==> src/rtl/cnf_pkg.sv <==
// Constants, types and frame layout for the message-level bus node
package cnf_pkg;
  // Bit timing
  localparam int CLK_NS = 40;
  localparam int BIT_NS = 4000;
  localparam int BIT_CYC = BIT_NS / CLK_NS;
  localparam int TQ_W = 7;
  localparam logic [TQ_W-1:0] TQ_LAST = TQ_W'(BIT_CYC - 1);
  localparam logic [TQ_W-1:0] TQ_SMP = TQ_W'((BIT_CYC * 3) / 4);
  localparam logic [3:0] IDLE_BITS = 4'hB;
  // Frame layout: SOF, 11 id bits, format bit, 4 length bits, data
  localparam int ID_W = 11;
  localparam int NID_W = 7;
  localparam int DAT_W = 64;
  localparam int TXV_W = 81;
  localparam logic [6:0] BIT_ID_FIRST = 7'h01;
  localparam logic [6:0] BIT_ID_LAST = 7'h0B;
  localparam logic [6:0] BIT_FMT = 7'h0C;
  localparam logic [6:0] BIT_LEN_LAST = 7'h10;
  localparam logic [6:0] HDR_BITS = 7'h11;
  localparam logic [3:0] MAX_BYTES = 4'h8;
  // Function codes
  localparam logic [3:0] FC_NMT = 4'h0;
  localparam logic [3:0] FC_SYNC = 4'h1;
  localparam logic [3:0] FC_RPDO1 = 4'h4;
  localparam logic [3:0] FC_RPDO2 = 4'h6;
  localparam logic [3:0] FC_RPDO3 = 4'h8;
  localparam logic [3:0] FC_RPDO4 = 4'hA;
  localparam logic [3:0] FC_TSDO = 4'hB;
  localparam logic [3:0] FC_RSDO = 4'hC;
  localparam logic [3:0] FC_HBEAT = 4'hE;
  // Network management commands and the default node ID
  localparam logic [7:0] NMT_CMD_START = 8'h01;
  localparam logic [7:0] NMT_CMD_STOP = 8'h02;
  localparam logic [7:0] NMT_CMD_PREOP = 8'h80;
  localparam logic [7:0] NMT_CMD_RST_NODE = 8'h81;
  localparam logic [7:0] NMT_CMD_RST_COMM = 8'h82;
  localparam logic [NID_W-1:0] DEF_NODE_ID = 7'h10;

  typedef enum logic [1:0] {NMT_INIT, NMT_PREOP, NMT_OPER, NMT_STOPPED} cnf_nmt_e;
  typedef enum logic [2:0] {CLS_NMT, CLS_SYNC, CLS_PDO, CLS_SDO, CLS_OTHER} cnf_cls_e;
  typedef enum logic [1:0] {S_WAIT, S_IDLE, S_FRAME} cnf_bus_e;

  typedef struct packed {
    logic [3:0] fc;
    logic [3:0] dlc;
    logic [DAT_W-1:0] data;
  } cnf_tx_s;

  typedef struct packed {
    cnf_cls_e cls;
    logic [ID_W-1:0] cob;
    logic [3:0] dlc;
    logic [DAT_W-1:0] data;
    logic [15:0] index;
    logic [7:0] subidx;
  } cnf_rx_s;
endpackage

==> src/rtl/cnf_node.sv <==
// Message-level bus node: arbitration, framing, acceptance filter, NMT state
`timescale 1ns/10ps

// Overview of operation
// - Dominant zero overrides recessive one; transmitter only releases, bus is wired-AND.
// - Sending one but reading zero in the identifier means arbitration lost; stop at once.
// - Lower identifier wins; loser turns receiver and leaves the winning frame alone.
// - Start only after the bus was seen idle for the idle-bit count.
// - A lost or aborted frame stays pending and retries when the bus is idle again.
// - Acceptance filter passes NMT, SYNC and receive PDO/SDO frames addressed to this node only.
// - A frame is identifier plus at most eight data bytes; longer lengths clamp.
// - Identifier is function code concatenated with the node ID.
// - Node ID is never zero; zero writes are ignored and transmission blocked.
// - Process data frames carry up to eight bytes, each on its own identifier.
// - Transmit and receive process data identifiers are kept as separate sets.
// - Service data selects entries point-to-point at lower priority than process data.
// - NMT frames drive the communication state; state is reported for monitoring.
// - Factory restore returns every parameter to its delivered value.
// - Only 11-bit identifiers; frames flagged as extended are dropped.
// - Service data entries carry a 16-bit index and an 8-bit subindex.
module cnf_node (
  // Clock and reset
  input wire logic sys_clk,
  input wire logic rst,
  // Bus pins, recessive high
  input wire logic can_rx,
  output logic can_tx,
  // Transmit request
  input wire logic tx_valid,
  input wire cnf_pkg::cnf_tx_s tx_req,
  output logic tx_ready,
  output logic tx_done,
  output logic tx_lost,
  // Receive delivery
  output logic rx_valid,
  output cnf_pkg::cnf_rx_s rx_msg,
  // Configuration and state
  input wire logic nid_wr,
  input wire logic [cnf_pkg::NID_W-1:0] nid_val,
  input wire logic restore_req,
  output logic [cnf_pkg::NID_W-1:0] node_id,
  output logic restore_done,
  output cnf_pkg::cnf_nmt_e nmt_state
);
  cnf_pkg::cnf_bus_e st_q, st_d;
  cnf_pkg::cnf_nmt_e nmt_q, nmt_d;
  cnf_pkg::cnf_rx_s rx_q, rx_d;
  cnf_pkg::cnf_tx_s pend_msg_q, pend_msg_d;
  logic [cnf_pkg::TQ_W-1:0] tq_q, tq_d;
  logic [3:0] idle_q, idle_d;
  logic [6:0] bitn_q, bitn_d, nlen_q, nlen_d;
  logic [cnf_pkg::TXV_W-1:0] txv_q, txv_d;
  logic [cnf_pkg::DAT_W-1:0] shr_q, shr_d;
  logic [cnf_pkg::ID_W-1:0] rid_q, rid_d;
  logic [3:0] rlen_q, rlen_d;
  logic [cnf_pkg::NID_W-1:0] nid_q, nid_d;
  logic pend_q, pend_d, txing_q, txing_d, can_tx_q, can_tx_d, rdy_q, rdy_d;
  logic done_q, done_d, lost_q, lost_d, rxv_q, rxv_d, rst_done_q, rst_done_d;
  logic may_send, smp, b;
  logic [3:0] len_now;
  cnf_pkg::cnf_cls_e cls;

  // Transmit gating by communication state; SDO/PDO priority comes from the code itself
  always_comb begin
    case (nmt_q)
      cnf_pkg::NMT_OPER: may_send = 1'b1;
      cnf_pkg::NMT_PREOP: may_send = (pend_msg_q.fc != cnf_pkg::FC_RPDO1 - 4'h1) &&
                                     (pend_msg_q.fc[0] || pend_msg_q.fc == cnf_pkg::FC_HBEAT ||
                                      pend_msg_q.fc == cnf_pkg::FC_RSDO);
      cnf_pkg::NMT_STOPPED: may_send = (pend_msg_q.fc == cnf_pkg::FC_HBEAT);
      default: may_send = 1'b0;
    endcase
  end

  // Acceptance filter on the received identifier
  always_comb begin
    cls = cnf_pkg::CLS_OTHER;
    if (rid_q == '0) begin
      cls = cnf_pkg::CLS_NMT;
    end else if (rid_q == {cnf_pkg::FC_SYNC, 7'h00}) begin
      cls = cnf_pkg::CLS_SYNC;
    end else if (rid_q[6:0] == nid_q) begin
      case (rid_q[10:7])
        cnf_pkg::FC_RPDO1, cnf_pkg::FC_RPDO2,
        cnf_pkg::FC_RPDO3, cnf_pkg::FC_RPDO4: cls = cnf_pkg::CLS_PDO;
        cnf_pkg::FC_RSDO: cls = cnf_pkg::CLS_SDO;
        default: cls = cnf_pkg::CLS_OTHER;
      endcase
    end
  end

  assign smp = (tq_q == cnf_pkg::TQ_SMP);
  assign b = can_rx;
  assign len_now = ({rlen_q[2:0], b} > cnf_pkg::MAX_BYTES) ? cnf_pkg::MAX_BYTES
                                                            : {rlen_q[2:0], b};

  always_comb begin
    st_d = st_q;
    nmt_d = nmt_q;
    rx_d = rx_q;
    pend_msg_d = pend_msg_q;
    tq_d = (tq_q == cnf_pkg::TQ_LAST) ? '0 : tq_q + 1'b1;
    idle_d = idle_q;
    bitn_d = bitn_q;
    nlen_d = nlen_q;
    txv_d = txv_q;
    shr_d = shr_q;
    rid_d = rid_q;
    rlen_d = rlen_q;
    nid_d = nid_q;
    pend_d = pend_q;
    txing_d = txing_q;
    can_tx_d = can_tx_q;
    done_d = 1'b0;
    lost_d = 1'b0;
    rxv_d = 1'b0;
    rst_done_d = 1'b0;
    if (nmt_q == cnf_pkg::NMT_INIT) begin
      nmt_d = cnf_pkg::NMT_PREOP;
    end
    if (tx_valid && rdy_q) begin
      pend_d = 1'b1;
      pend_msg_d = tx_req;
    end
    case (st_q)
      cnf_pkg::S_WAIT: begin
        can_tx_d = 1'b1;
        if (smp) begin
          idle_d = b ? idle_q + 4'h1 : 4'h0;
          if (b && idle_q + 4'h1 == cnf_pkg::IDLE_BITS) begin
            st_d = cnf_pkg::S_IDLE;
          end
        end
      end
      cnf_pkg::S_IDLE: begin
        tq_d = '0;
        bitn_d = '0;
        if (pend_q && may_send && nid_q != '0) begin
          st_d = cnf_pkg::S_FRAME;
          txing_d = 1'b1;
          can_tx_d = 1'b0;
          txv_d = {1'b0, pend_msg_q.fc, nid_q, 1'b0, pend_msg_q.dlc,
                   pend_msg_q.data};
        end else if (!b) begin
          st_d = cnf_pkg::S_FRAME;
          txing_d = 1'b0;
          tq_d = cnf_pkg::TQ_W'(1);
        end
      end
      cnf_pkg::S_FRAME: begin
        if (smp) begin
          bitn_d = bitn_q + 7'h01;
          txv_d = {txv_q[cnf_pkg::TXV_W-2:0], 1'b1};
          if (bitn_q >= cnf_pkg::BIT_ID_FIRST && bitn_q <= cnf_pkg::BIT_ID_LAST) begin
            rid_d = {rid_q[cnf_pkg::ID_W-2:0], b};
          end
          if (bitn_q > cnf_pkg::BIT_FMT && bitn_q <= cnf_pkg::BIT_LEN_LAST) begin
            rlen_d = {rlen_q[2:0], b};
          end
          if (bitn_q > cnf_pkg::BIT_LEN_LAST) begin
            shr_d = {shr_q[cnf_pkg::DAT_W-2:0], b};
          end
          if (bitn_q == cnf_pkg::BIT_LEN_LAST) begin
            nlen_d = cnf_pkg::HDR_BITS + {len_now, 3'h0};
          end
          if (txing_q && txv_q[cnf_pkg::TXV_W-1] && !b &&
              bitn_q >= cnf_pkg::BIT_ID_FIRST && bitn_q <= cnf_pkg::BIT_ID_LAST) begin
            txing_d = 1'b0;
            can_tx_d = 1'b1;
            lost_d = 1'b1;
          end else if ((txing_q && txv_q[cnf_pkg::TXV_W-1] != b) ||
                       (bitn_q == cnf_pkg::BIT_FMT && b)) begin
            st_d = cnf_pkg::S_WAIT;
            txing_d = 1'b0;
            can_tx_d = 1'b1;
            idle_d = 4'h0;
          end else if ((bitn_q == cnf_pkg::BIT_LEN_LAST && len_now == 4'h0) ||
                       (bitn_q > cnf_pkg::BIT_LEN_LAST && bitn_q + 7'h01 == nlen_q)) begin
            st_d = cnf_pkg::S_WAIT;
            txing_d = 1'b0;
            can_tx_d = 1'b1;
            idle_d = 4'h0;
            if (txing_q) begin
              done_d = 1'b1;
              pend_d = 1'b0;
            end else if (cls != cnf_pkg::CLS_OTHER) begin
              rxv_d = 1'b1;
              rx_d.cls = cls;
              rx_d.cob = rid_q;
              rx_d.dlc = (bitn_q == cnf_pkg::BIT_LEN_LAST) ? 4'h0 : nlen_q[6:3] - 4'h2;
              rx_d.data = (bitn_q == cnf_pkg::BIT_LEN_LAST) ? '0 :
                          shr_d << {cnf_pkg::MAX_BYTES - (nlen_q[6:3] - 4'h2), 3'h0};
              // Index follows the command byte, low byte first, then the subindex
              rx_d.index = {rx_d.data[47:40], rx_d.data[55:48]};
              rx_d.subidx = rx_d.data[39:32];
              if (cls == cnf_pkg::CLS_NMT &&
                  (rx_d.data[55:48] == 8'h00 || rx_d.data[55:48] == {1'b0, nid_q})) begin
                case (rx_d.data[63:56])
                  cnf_pkg::NMT_CMD_START: nmt_d = cnf_pkg::NMT_OPER;
                  cnf_pkg::NMT_CMD_STOP: nmt_d = cnf_pkg::NMT_STOPPED;
                  cnf_pkg::NMT_CMD_PREOP: nmt_d = cnf_pkg::NMT_PREOP;
                  cnf_pkg::NMT_CMD_RST_NODE, cnf_pkg::NMT_CMD_RST_COMM:
                    nmt_d = cnf_pkg::NMT_INIT;
                  default: nmt_d = nmt_q;
                endcase
              end
            end
          end
        end else if (tq_q == cnf_pkg::TQ_LAST) begin
          can_tx_d = txing_q ? txv_q[cnf_pkg::TXV_W-1] : 1'b1;
        end
      end
      default: st_d = cnf_pkg::S_WAIT;
    endcase
    // A zero ID would collide with the broadcast NMT code, so it is never stored
    if (nid_wr && nid_val != '0) begin
      nid_d = nid_val;
    end
    if (restore_req) begin
      nid_d = cnf_pkg::DEF_NODE_ID;
      rst_done_d = 1'b1;
    end
    rdy_d = !pend_d;
  end

  always_ff @(posedge sys_clk or posedge rst) begin
    if (rst) begin
      st_q <= cnf_pkg::S_WAIT;
      nmt_q <= cnf_pkg::NMT_INIT;
      rx_q <= '0;
      pend_msg_q <= '0;
      tq_q <= '0;
      idle_q <= 4'h0;
      bitn_q <= 7'h00;
      nlen_q <= 7'h00;
      txv_q <= '1;
      shr_q <= '0;
      rid_q <= '0;
      rlen_q <= 4'h0;
      nid_q <= cnf_pkg::DEF_NODE_ID;
      pend_q <= 1'b0;
      txing_q <= 1'b0;
      can_tx_q <= 1'b1;
      rdy_q <= 1'b0;
      done_q <= 1'b0;
      lost_q <= 1'b0;
      rxv_q <= 1'b0;
      rst_done_q <= 1'b0;
    end else begin
      st_q <= st_d;
      nmt_q <= nmt_d;
      rx_q <= rx_d;
      pend_msg_q <= pend_msg_d;
      tq_q <= tq_d;
      idle_q <= idle_d;
      bitn_q <= bitn_d;
      nlen_q <= nlen_d;
      txv_q <= txv_d;
      shr_q <= shr_d;
      rid_q <= rid_d;
      rlen_q <= rlen_d;
      nid_q <= nid_d;
      pend_q <= pend_d;
      txing_q <= txing_d;
      can_tx_q <= can_tx_d;
      rdy_q <= rdy_d;
      done_q <= done_d;
      lost_q <= lost_d;
      rxv_q <= rxv_d;
      rst_done_q <= rst_done_d;
    end
  end

  assign can_tx = can_tx_q;
  assign tx_ready = rdy_q;
  assign tx_done = done_q;
  assign tx_lost = lost_q;
  assign rx_valid = rxv_q;
  assign rx_msg = rx_q;
  assign node_id = nid_q;
  assign restore_done = rst_done_q;
  assign nmt_state = nmt_q;

  a_nid_nonzero: assert property (@(posedge sys_clk) disable iff (rst)
    nid_q != '0) else $error("node id is zero");
  a_lost_release: assert property (@(posedge sys_clk) disable iff (rst)
    lost_q |-> can_tx_q && !txing_q) else $error("still driving after loss");
  a_wait_quiet: assert property (@(posedge sys_clk) disable iff (rst)
    st_q == cnf_pkg::S_WAIT |-> can_tx_q) else $error("driving while bus busy");
  a_retry_held: assert property (@(posedge sys_clk) disable iff (rst)
    lost_q |-> pend_q && !rdy_q) else $error("pending frame dropped on loss");
  a_filter_pass: assert property (@(posedge sys_clk) disable iff (rst)
    rxv_q |-> rx_q.cls != cnf_pkg::CLS_OTHER &&
              (rx_q.cob == '0 || rx_q.cob == {cnf_pkg::FC_SYNC, 7'h00} ||
               rx_q.cob[6:0] == nid_q)) else $error("frame passed for another node");
  a_len_max: assert property (@(posedge sys_clk) disable iff (rst)
    rxv_q |-> rx_q.dlc <= 4'h8) else $error("frame longer than 8 bytes");
  a_cob_form: assert property (@(posedge sys_clk) disable iff (rst)
    $rose(txing_q) |-> txv_q[79:69] == {pend_msg_q.fc, nid_q} && !can_tx_q)
    else $error("identifier not fc plus node id");
  a_factory: assert property (@(posedge sys_clk) disable iff (rst)
    restore_req |=> nid_q == cnf_pkg::DEF_NODE_ID && rst_done_q)
    else $error("restore did not apply defaults");
  a_nmt_boot: assert property (@(posedge sys_clk) disable iff (rst)
    nmt_q == cnf_pkg::NMT_INIT |=> nmt_q == cnf_pkg::NMT_PREOP)
    else $error("init not left");
endmodule // cnf_node

==> config.mk <==
export PLATFORM = sky130hd
export DESIGN_NAME = cnf_node
export DESIGN_NICKNAME = d
export VERILOG_FILES = /design/src/rtl/cnf_pkg.sv /design/src/rtl/cnf_node.sv
export SDC_FILE = /design/constraint.sdc
export NUM_CORES = 1
export LEC_CHECK = 0
export ABC_AREA = 1
export BUFFER_PORTS_ARGS = -buffer_cell sky130_fd_sc_hd__buf_4
export CORE_MARGIN = 2
export CORE_UTILIZATION = 64
export DETAILED_ROUTE_END_ITERATION = 8
export PLACE_DENSITY = 0.86
export SLEW_MARGIN = 10
export SYNTH_ARGS = -nofsm -noshare
export SYNTH_HDL_FRONTEND = slang
export SYNTH_SLANG_ARGS = --single-unit
export TNS_END_PERCENT = 50
==> constraint.sdc <==
create_clock -name sys_clk -period 22 [get_ports sys_clk]
set_input_delay 2.2 -clock sys_clk [delete_from_list [all_inputs] [get_ports sys_clk]]
set_output_delay 2.2 -clock sys_clk [all_outputs]
set_load 0.05 [all_outputs]
# After elaboration in Yosys (flattened, before gate mapping)
# Cells that the tools add are included.
# Widths: inputs -> output; s select.
[word_totals] regBits=381 elab_cells=220 out_inout_bits=121 input_bits=85
[classes] muxes=87 addsub=6 n_eq_ne=40 n_reduce_logical=49 n_shift=1 order_cmp=6 bitwise_logic=3
[op_table] operator="$mux 64" n=4
[op_table] operator="$mux 81" n=2
[op_table] operator="$pmux 81 s2" n=1
[op_table] operator="$shl 64x7->64" n=1
[op_table] operator="$mux 1" n=39
[op_table] operator="$mux 7" n=5
[op_table] operator="$mux 2" n=17
[op_table] operator="$mux 4" n=8
[op_table] operator="$eq 4x4->1 const B" n=6
[op_table] operator="$eq 8x8->1 const B" n=3
[op_table] operator="$logic_and 1x1->1" n=17
[op_table] operator="$add 7x1->7 const B" n=2
[op_table] operator="$eq 7x7->1" n=2
[op_table] operator="$eq 7x7->1 const B" n=2
[op_table] operator="$pmux 7 s2" n=1
[op_table] operator="$reduce_bool 7->1" n=2
[op_table] operator="$ne 12x8->1 const B" n=1
[op_table] operator="$ne 3x3->1 const B" n=4
[op_table] operator="$reduce_and 3->1" n=4
[op_table] operator="$eq 11x8->1 const B" n=1
[op_table] operator="$logic_not 11->1" n=1
[op_table] operator="$ne 2x2->1 const B" n=5
[op_table] operator="$mux 3" n=3
[op_table] operator="$eq 4x3->1 const B" n=2
[op_table] operator="other kinds (43)" n=59

# Longest topological paths before layout
# Gate-level depths: netlist (run 1).
[logic_depth] word_depth=17 ltp_mapped=23 ltp_nobuf=22

# Least setup slack after synthesis (run 1)
# OpenSTA, ideal clock, no wires.
[synth_timing] path_type="input port to flip-flop" from="input port can_rx" to="register nmt_q[1] (netlist: nmt_state[1])" cell_stages=17 setup_ns=0.078 t_arrival_ns=3.788 path_buffers=1 slack_ns=18.134 cell_sequence="clkbuf_1 -> inv_1 -> nand2_2 -> nand3_2 -> nand2_1 -> nand3_2 -> nand2_1 -> nand2_1 -> nand2_1 -> nand2_1 -> nor2_2 -> nand2_2 -> a21oi_4 -> nand2_2 -> nor2_2 -> nor2_1 -> a21oi_1"
[synth_between] elab_chain_len=16 elab_cells_between_ends=38 classes_between="1 x order compare; 8 x eq/ne; 1 x shift; 14 x mux; 14 x reduce/logical"
[synth_rtl] item="start, declared" line="cnf_node.sv:26" rtl="input wire logic can_rx,"
[synth_rtl] item="$mux 64" line="cnf_node.sv:160" rtl="if (bitn_q > cnf_pkg::BIT_LEN_LAST) begin"
[synth_rtl] item="$mux 64" line="cnf_node.sv:151" rtl="if (smp) begin"
[synth_rtl] item="$mux 64" line="cnf_node.sv:125" rtl="case (st_q)"
[synth_rtl] item="$shl 64x7->64" line="cnf_node.sv:192" rtl="shr_d << {cnf_pkg::MAX_BYTES - (nlen_q[6:3] - 4'h2), 3'h0};"
[synth_rtl] item="$mux 64" line="cnf_node.sv:191" rtl="rx_d.data = (bitn_q == cnf_pkg::BIT_LEN_LAST) ? '0 :"
[synth_rtl] item="$eq 8x8->1, or another cell as far along" line="cnf_node.sv:198" rtl="case (rx_d.data[63:56])"
[synth_rtl] item="$reduce_or 2->1 or $logic_or 1x1->1 (tied branches)" line="cnf_node.sv:198, cnf_node.sv:197"
[synth_rtl] item="$pmux 2 s4 or $logic_and 1x1->1 (tied branches)" line="cnf_node.sv:198, cnf_node.sv:196"
[synth_rtl] item="$mux 2" line="cnf_node.sv:196" rtl="if (cls == cnf_pkg::CLS_NMT &&"
[synth_rtl] item="$mux 2" line="cnf_node.sv:186" rtl="end else if (cls != cnf_pkg::CLS_OTHER) begin"
[synth_rtl] item="$mux 2" line="cnf_node.sv:183" rtl="if (txing_q) begin"
[synth_rtl] item="$mux 2" line="cnf_node.sv:177" rtl="end else if ((bitn_q == cnf_pkg::BIT_LEN_LAST && len_now == 4'h0) ||"
[synth_rtl] item="$mux 2" line="cnf_node.sv:171" rtl="end else if ((txing_q && txv_q[cnf_pkg::TXV_W-1] != b) ||"
[synth_rtl] item="$mux 2" line="cnf_node.sv:166" rtl="if (txing_q && txv_q[cnf_pkg::TXV_W-1] && !b &&"
[synth_rtl] item="$mux 2" line="cnf_node.sv:151"
[synth_rtl] item="$mux 2" line="cnf_node.sv:125"
[synth_rtl] item="end signal, assigned" line="cnf_node.sv:229" rtl="nmt_q <= cnf_pkg::NMT_INIT;"
[synth_rtl] item="end signal, assigned" line="cnf_node.sv:251" rtl="nmt_q <= nmt_d;"
[synth_rtl] item="end, declared" line="cnf_node.sv:46" rtl="cnf_pkg::cnf_nmt_e nmt_q, nmt_d;"
# Parallel ways exist; a longest one is shown, timed or not. The select of a mux whose other input is x is not followed.
# A chain may end at the register's enable or synchronous reset.

# Worst setup path after layout (run 1)
[layout_timing] from="register st_q[0]" to="register txv_q[5] in the netlist's numbering"
[layout_between] elab_chain_len=3 elab_cells_between_ends=7 classes_between="4 x eq/ne; 1 x mux; 2 x reduce/logical"
[layout_rtl] item="start, declared" line="cnf_node.sv:45" rtl="cnf_pkg::cnf_bus_e st_q, st_d;"
[layout_rtl] item="start signal, assigned" line="cnf_node.sv:228" rtl="st_q <= cnf_pkg::S_WAIT;"
[layout_rtl] item="start signal, assigned" line="cnf_node.sv:250" rtl="st_q <= st_d;"
[layout_rtl] item="$eq 2x1->1 or $eq 2x2->1 (tied branches)" line="cnf_node.sv:125"
[layout_rtl] item="$ne 2x2->1 (no source line) or $reduce_bool 2->1 (tied branches)"
[layout_rtl] item="$reduce_and 3->1 (no source line)"
[layout_rtl] item="end signal, assigned" line="cnf_node.sv:258" rtl="txv_q <= txv_d;"
[layout_rtl] item="end, declared" line="cnf_node.sv:52" rtl="logic [cnf_pkg::TXV_W-1:0] txv_q, txv_d;"
# Parallel ways exist; a longest one is shown, timed or not.

==> results of run 1 <==
## critical path, stage by stage, from the launching register on
cell and delay [ns]:
dfrtp_1 0.42, inv_1 0.11, ha_2 0.16, buf_4 0.62
inv_2 0.12, nor2_4 0.12, buf_4 0.55, inv_2 0.04
buf_4 0.37, nand2_2 0.26, inv_1 0.12, nor2_4 0.14
buf_4 0.53, buf_4 0.74, nor2_1 0.11, a31oi_1 0.20
## cells in the final DEF, fill, tap and decap left out, drive strengths merged, types with 2 or more instances in the layout
cell    instances
nor2          135
or2             4
nor4            5
nor3           14
o311ai          5
mux2           68
a21oi          37
nor3b           3
inv           180
clkbuf         59
nand3b          2
nand3         199
xor2           13
xnor2           4
dfstp          83
o31ai           6
nand2         596
o21ai         223
o41ai           8
bufinv          4
o22ai           7
o211ai         45
clkinv          4
ha             14
buf           222
dfrtp         272
a31oi          78
nand4          11
## registers in the layout, indices dropped and copies added (netlist names), 2 cells and up
signal / count
idle_q: 4
nlen_q: 5
rid_q: 11
shr_q: 64
rlen_q: 3
rx_msg: 82
bitn_q: 7
pend_msg_q: 72
st_q: 2
tq_q: 7
txv_q: 81
node_id: 7
nmt_state: 2
## kinds of logic after synthesis
| logic type | after synthesis | share of synthesized area |
|---|---|---|
| flip-flops | 355 | 0.495 |
| XOR/XNOR | 17 | 0.00862 |
| buffers and inverters | 335 | 0.0834 |
| AND/OR/NAND/NOR | 972 | 0.228 |
| multiplexers | 68 | 0.0422 |
| adder cells (fa/ha/maj) | 14 | 0.00966 |
| AO/OA/AOI/OAI | 414 | 0.132 |
## through the flow
stage                     setup slack (ns)  hold WS, ns  cell area, um^2
after floorplan                      10.09        0.453            18100
after global placement               17.06        0.451            19500
after detailed placement             16.88        0.455            19500
after CTS                            17.22        0.470            20800
after global routing                 16.75        0.503            20800
final                                17.17        0.470            20800
## metal layers
layer,up-vias,GRT usage,wire length [um]
li1,7432,-,-
met4,0,0.158,2480
met2,734,0.538,23200
met1,7579,0.442,19900
met3,148,0.0515,3680
met5,-,0,0
## power groups by stage
| stage | clock network, mW | registers [mW] | logic [mW] |
|---|---|---|---|
| global route | 0.698 | 0.657 | 0.0505 |
| CTS | 0.671 | 0.658 | 0.0462 |
| finish | 0.664 | 0.658 | 0.0456 |
| floorplan | 0 | 0.672 | 0.0200 |
| global placement | 0 | 0.669 | 0.0454 |
| detailed placement | 0 | 0.669 | 0.0461 |
## final timing paths
path	start	endpoint	slack [ns]
setup reg to reg	st_q[0]$_DFFE_PP0P_	txv_q[5]$_DFFE_PP1P_	17.17
hold reg to reg	rx_msg[105]$_DFFE_PP0P_	rx_msg[105]$_DFFE_PP0P_	0.47
max in group asynchronous	rst	rx_msg[28]$_DFFE_PP0P_	18.57
hold / removal	rx_msg[105]$_DFFE_PP0P_	rx_msg[105]$_DFFE_PP0P_	0.47
min in group asynchronous	rst	pend_msg_q[9]$_DFFE_PP0P_	1.81
setup / recovery	st_q[0]$_DFFE_PP0P_	txv_q[5]$_DFFE_PP1P_	17.17
## cell type report
type / instances / share of cell area
flip-flops and latches: 355 / 0.433
multi-input cells: 1485 / 0.369
repair buffers: 222 / 0.0808
clock buffers: 59 / 0.0540
inverters: 177 / 0.0323
well taps: 378 / 0.0228
clock inverters: 11 / 0.00855
==> qor.yml, run 1 <==
stdcell_count: 2687
cts_tree: "built"
antenna_found_initial: 0
ir_drop_v: 0.0000595
clock_latency_ns: 0.54
fillers: 1967
synthTopCellsByArea: "dfrtp_1, nand2_1, dfstp_2, o21ai_0, nand3_1"
cts_made_buffers: 38
globalplace.congestion: 0.939
start_util: 0.651
pwr-share-seq: 0.481
first_pass_iters: 7
syn_area_mm2: 0.0181
synthFlopType: "dfrtp_1"
cp.required_ns: 22.46
pwr_density_cell_mw_per_mm2: 65.8
num_vias: 15893
hold-path-cell-count: 2
io_buffer_count: 205
finalHoldViolCount: 0
ys_ff_latch: 355
netSwitchingFraction: 0.217
pwr-share-comb: 0.033
async_reset_ff_frac: 1.00
syn_inst: 2175
grt_overflow: 0
clkPwrFrac: 0.486
period_minus_slack_ns: 4.83
post_cts_resize_count: 0
p_leak_nw: 9.75
synth_most_common_cell: "nand2_1"
setup-tns-final_ns: 0
routedWlPerCell_um: 18.3
yosys.area.top_type_share: 0.375
hp-class: "flip-flop to flip-flop"
grt_max_degree: 151
synthTopCellsByCount: "nand2_1, dfrtp_1, o21ai_0"
max-cap-violations: 0
fin_crit_sh: 0.220
fmax_mhz: 207
std_cell_rows: 61
rr_worst_depth: 15
drv_slew: 0
ys_seq_area_frac: 0.495
cts_root_buffer: "clkbuf_16"
area_growth_pct: 14.6
worst_pin_slew_ns: 1.00
grt_pass1_wl_mm: 78.2
drc: 0
regArea_mm2: 0.00899
hold_buffers: 0
post-dp-hpwl_mm: 32.9
arrival_ns: 5.29
synth_top_cell_by_area: "dfrtp_1"
dieArea_mm2: 0.0297
viasPerCell: 5.91
io_pins: 206
total_power_mw: 1.37
multiInputGateArea_mm2: 0.00767
final_core_util: 0.746
diodes: 0
clkTransAtPathRegs_ns: 0.06
crit_type: "flip-flop to flip-flop"
wl_mm: 49.2
finalSetupViolations: 0
rsz0062_at_grt: "false"
place.detailed.instances: 2617
die_w_um: 172
relSlewSlack: 0.332
cts_sinks: 355
drt_iter0_markers: 1650
cp_max_fo: 90
fin_skew_ns: 0.0212
ctsHtreeMaxLevel: 2
yosysWarnings: 0
finalNetCount: 2378
drive_gt1_frac: 0.218
cts_setup_buffers: 0
chipHeight_um: 172
avgSynthCellArea_um2: 8.34
clockBufferDepth: 3
core_mm2: 0.0279
grt.total_usage: 0.333
synth_edf_count: 0
status: "completed"
ant_nets: 0
intPower_mw: 1.07
end_kind: "flip-flop"
p_sw_uw: 296
grt_pass1_vias: 14902
synth_cell_type_count: 50
cp-start-kind: "flip-flop"
syn_nets: 2274
(Power assumes the default switching activity.)
==> run 2, diff against run 1 <==
ABC_AREA = 0   (was 1)
CORE_UTILIZATION = 54   (was 64)
PLACE_DENSITY = 0.77   (was 0.86)
clock period = 4.23 ns   (was 22 ns; I/O delays follow)
==> qor.yml, run 2 <==
start_util: 0.545  # -0.107
synthTopCellsByArea: "dfrtp_1, dfstp_2, mux2_2, mux2i_1, nand2_1"
grt_overflow: 0  # unchanged
final_core_util: 0.643  # -0.103
drv_slew: 0  # unchanged
routedWlPerCell_um: 23.0  # +25%
grt_max_degree: 150  # -0.66%
grt_pass1_vias: 14798  # -0.70%
finalNetCount: 2063  # -13%
synth_most_common_cell: "nand2_1"
grt_pass1_wl_mm: 87.0  # +11%
cts_setup_buffers: 0  # unchanged
largest_reg_flops: 82  # unchanged
max-cap-violations: 0  # unchanged
first_pass_iters: 6  # -1
drc: 0  # unchanged
fin_skew_ns: 0.0171  # -0.00406 ns
drive_gt1_frac: 0.309  # +0.0909
fin_crit_sh: 0.905  # +0.685
synth_edf_count: 0  # unchanged
globalplace.congestion: 1.00  # +6.5%
avgSynthCellArea_um2: 10.4  # +25%
dieArea_mm2: 0.0361  # +21%
period_minus_slack_ns: 3.83  # -1.00 ns
hold_buffers: 1  # +1
worstPathBufferInverterCount: 3  # -6
async_reset_ff_frac: 1.00  # unchanged
num_vias: 15010  # -5.6%
synthFlopType: "dfrtp_1"
synth_top_cell_by_area: "dfrtp_1"
setup-tns-final_ns: 0  # unchanged
p_leak_nw: 9.71  # -0.38%
crit_top_cell: "nand2_1"
area_growth_pct: 18.1
viasPerCell: 6.13  # +3.6%
arrival_ns: 4.33  # -0.96 ns
cp_max_fo: 23  # -74%
post-dp-hpwl_mm: 40.3  # +23%
worst_pin_slew_ns: 1.16  # +0.154 ns
std_cell_rows: 68  # +11%
cts_tree: "built"
drt_iter0_markers: 1263  # -23%
hp-class: "input port to async pin"
die_w_um: 190  # +10%
finalWorstSetupSlack_ns: 0.401  # -16.77 ns
wl_met1_mm: 23.7  # +20%
synth_cell_type_count: 87  # +74%
status: "completed"
final_cell_mix: "nand2_1, dfrtp_1, buf_4"
syn_nets: 1896  # -17%
grt.total_usage: 0.315  # -0.0173
layout_commonest_cell: "nand2_1"
pwr_density_cell_mw_per_mm2: 365  # +450%
ys_ff_latch: 355  # unchanged
wl_met3_mm: 3.58  # -2.6%
fmax_mhz: 261  # +26%
slowest_delay_ns: 0.58  # -0.16 ns
cts_made_buffers: 39  # +2.6%
finalHoldViolCount: 0  # unchanged
met2_length_mm: 26.5  # +14%
io_pins: 206  # unchanged
critPathTopFamily: "simple AND/OR/NAND/NOR gates"
ys_seq_area_frac: 0.481  # -0.0141
yosys.area.top_type_share: 0.365  # -0.0107
ctsHtreeMaxLevel: 2  # unchanged
end_kind: "flip-flop"
post_cts_resize_count: 0  # unchanged
wl_mm: 56.3  # +14%
cp-start-kind: "flip-flop"
rsz0062_at_grt: "false"
clockBufferDepth: 3  # unchanged
cts_sinks: 355  # unchanged
synthTopCellsByCount: "nand2_1, dfrtp_1, mux2_2, o21ai_0, mux2i_1"
crit_slowest_cell: "a2111oi_1"
clock_latency_ns: 0.57  # +0.03 ns
crit_type: "flip-flop to flip-flop"
core_mm2: 0.0343  # +23%
post_dp_cell_area_mm2: 0.0207  # +6.3%
fillers: 2681  # +36%
finalSetupViolations: 0  # unchanged
ant_nets: 0  # unchanged
fin_area_mm2: 0.0220  # +6.1%
diodes: 0  # unchanged
syn_inst: 1797  # -17%
path_cells: "buf_4 > ha_1 > and3_1 > xnor2_1 > or3_1 > a2111oi_1 > a21oi_1 > nor2_1 > nand2_1 > clkinv_1 > buf_4 > nand2_1 > nand2_1"
ir_drop_v: 0.000408  # +590%
relSlewSlack: 0.219  # -0.113
cts_root_buffer: "clkbuf_16"
pre_cts_slack_ns: 0.506  # -16.37 ns
syn_area_mm2: 0.0187  # +2.9%
routed.top_layer: "met4"
antenna_found_initial: 1  # +1
io_buffer_count: 205  # unchanged
yosysWarnings: 0  # unchanged
cp.required_ns: 4.73  # -17.73 ns
clkTransAtPathRegs_ns: 0.06  # about the same
chipHeight_um: 190  # +10%
-- run 2: cell types whose count changed after synthesis, moves of 72 or more --
cell	change
nand3_1	-142
mux2i_1	+136
mux2_2	+73
nand2_1	-262
a31oi_1	-72
inv_1	-133
-- run 2: power by group --
group          switching [mW]  internal [mW]
registers               0.178           3.69
logic                   0.264          0.375
clock network            1.41           2.12
total                    1.85           6.19
-- run 2: final cells by class --
class	instances	area, um^2	share of cell area
clock buffer	57	1140	0.0515
multi-input combinational	1271	8910	0.404
tap	455	569	0.0258
sequential	355	8990	0.408
inverter	21	82.6	0.00375
timing repair buffer	276	2160	0.0981
clock inverter	15	196	0.00891
-- run 2: worst min-delay path: cells and delay by family --
| family | cells | cell delay, ns |
|---|---|---|
| buf+inv | 3 | 0.69 |
-- run 2: metal layers --
layer | vias up | GRT usage
li1 | 6787 | -
met1 | 7501 | 0.428
met2 | 592 | 0.506
met3 | 130 | 0.0433
met4 | 0 | 0.145
met5 | - | 0
-- run 2: cells by family after synthesis --
logic type / after synthesis / synth area share
AOI/OAI and AO/OA: 358 / 0.125
xor gates and xnor gates: 36 / 0.0169
adders and majority gates: 14 / 0.00938
buffers and inverters: 171 / 0.0430
DFF: 355 / 0.481
muxes: 301 / 0.187
and+or+nand+nor: 562 / 0.137
-- run 2: stage by stage --
| stage | power [mW] | hold slack, ns | cells |
|---|---|---|---|
| finish | 8.04 | 0.0601 | 2450 |
| global route | 8.35 | 0.0756 | 2450 |
| CTS | 8.12 | 0.0605 | 2450 |
| detailed placement | 4.56 | 0.459 | 2377 |
| global placement | 4.52 | 0.452 | 2377 |
| floorplan | 4.35 | 0.445 | 1797 |
-- run 2: final timing paths --
| path | start | endpoint | slack, ns | cells after the start |
|---|---|---|---|---|
| max | bitn_q[0]$_DFFE_PP0P_ | rx_msg[74]$_DFFE_PP0P_ | 0.40 | 13 |
| min | rst | shr_q[26]$_DFFE_PP0P_ | 0.06 | 3 |
| max reg2reg | bitn_q[0]$_DFFE_PP0P_ | rx_msg[74]$_DFFE_PP0P_ | 0.40 | 13 |
| min reg2reg | rx_msg[102]$_DFFE_PP0P_ | rx_msg[102]$_DFFE_PP0P_ | 0.47 | 2 |
| max in group asynchronous | rst | pend_msg_q[67]$_DFFE_PP0P_ | 3.40 | 3 |
| min in group sys_clk | tx_req[12] | pend_msg_q[12]$_DFFE_PP0P_ | 0.09 | 2 |
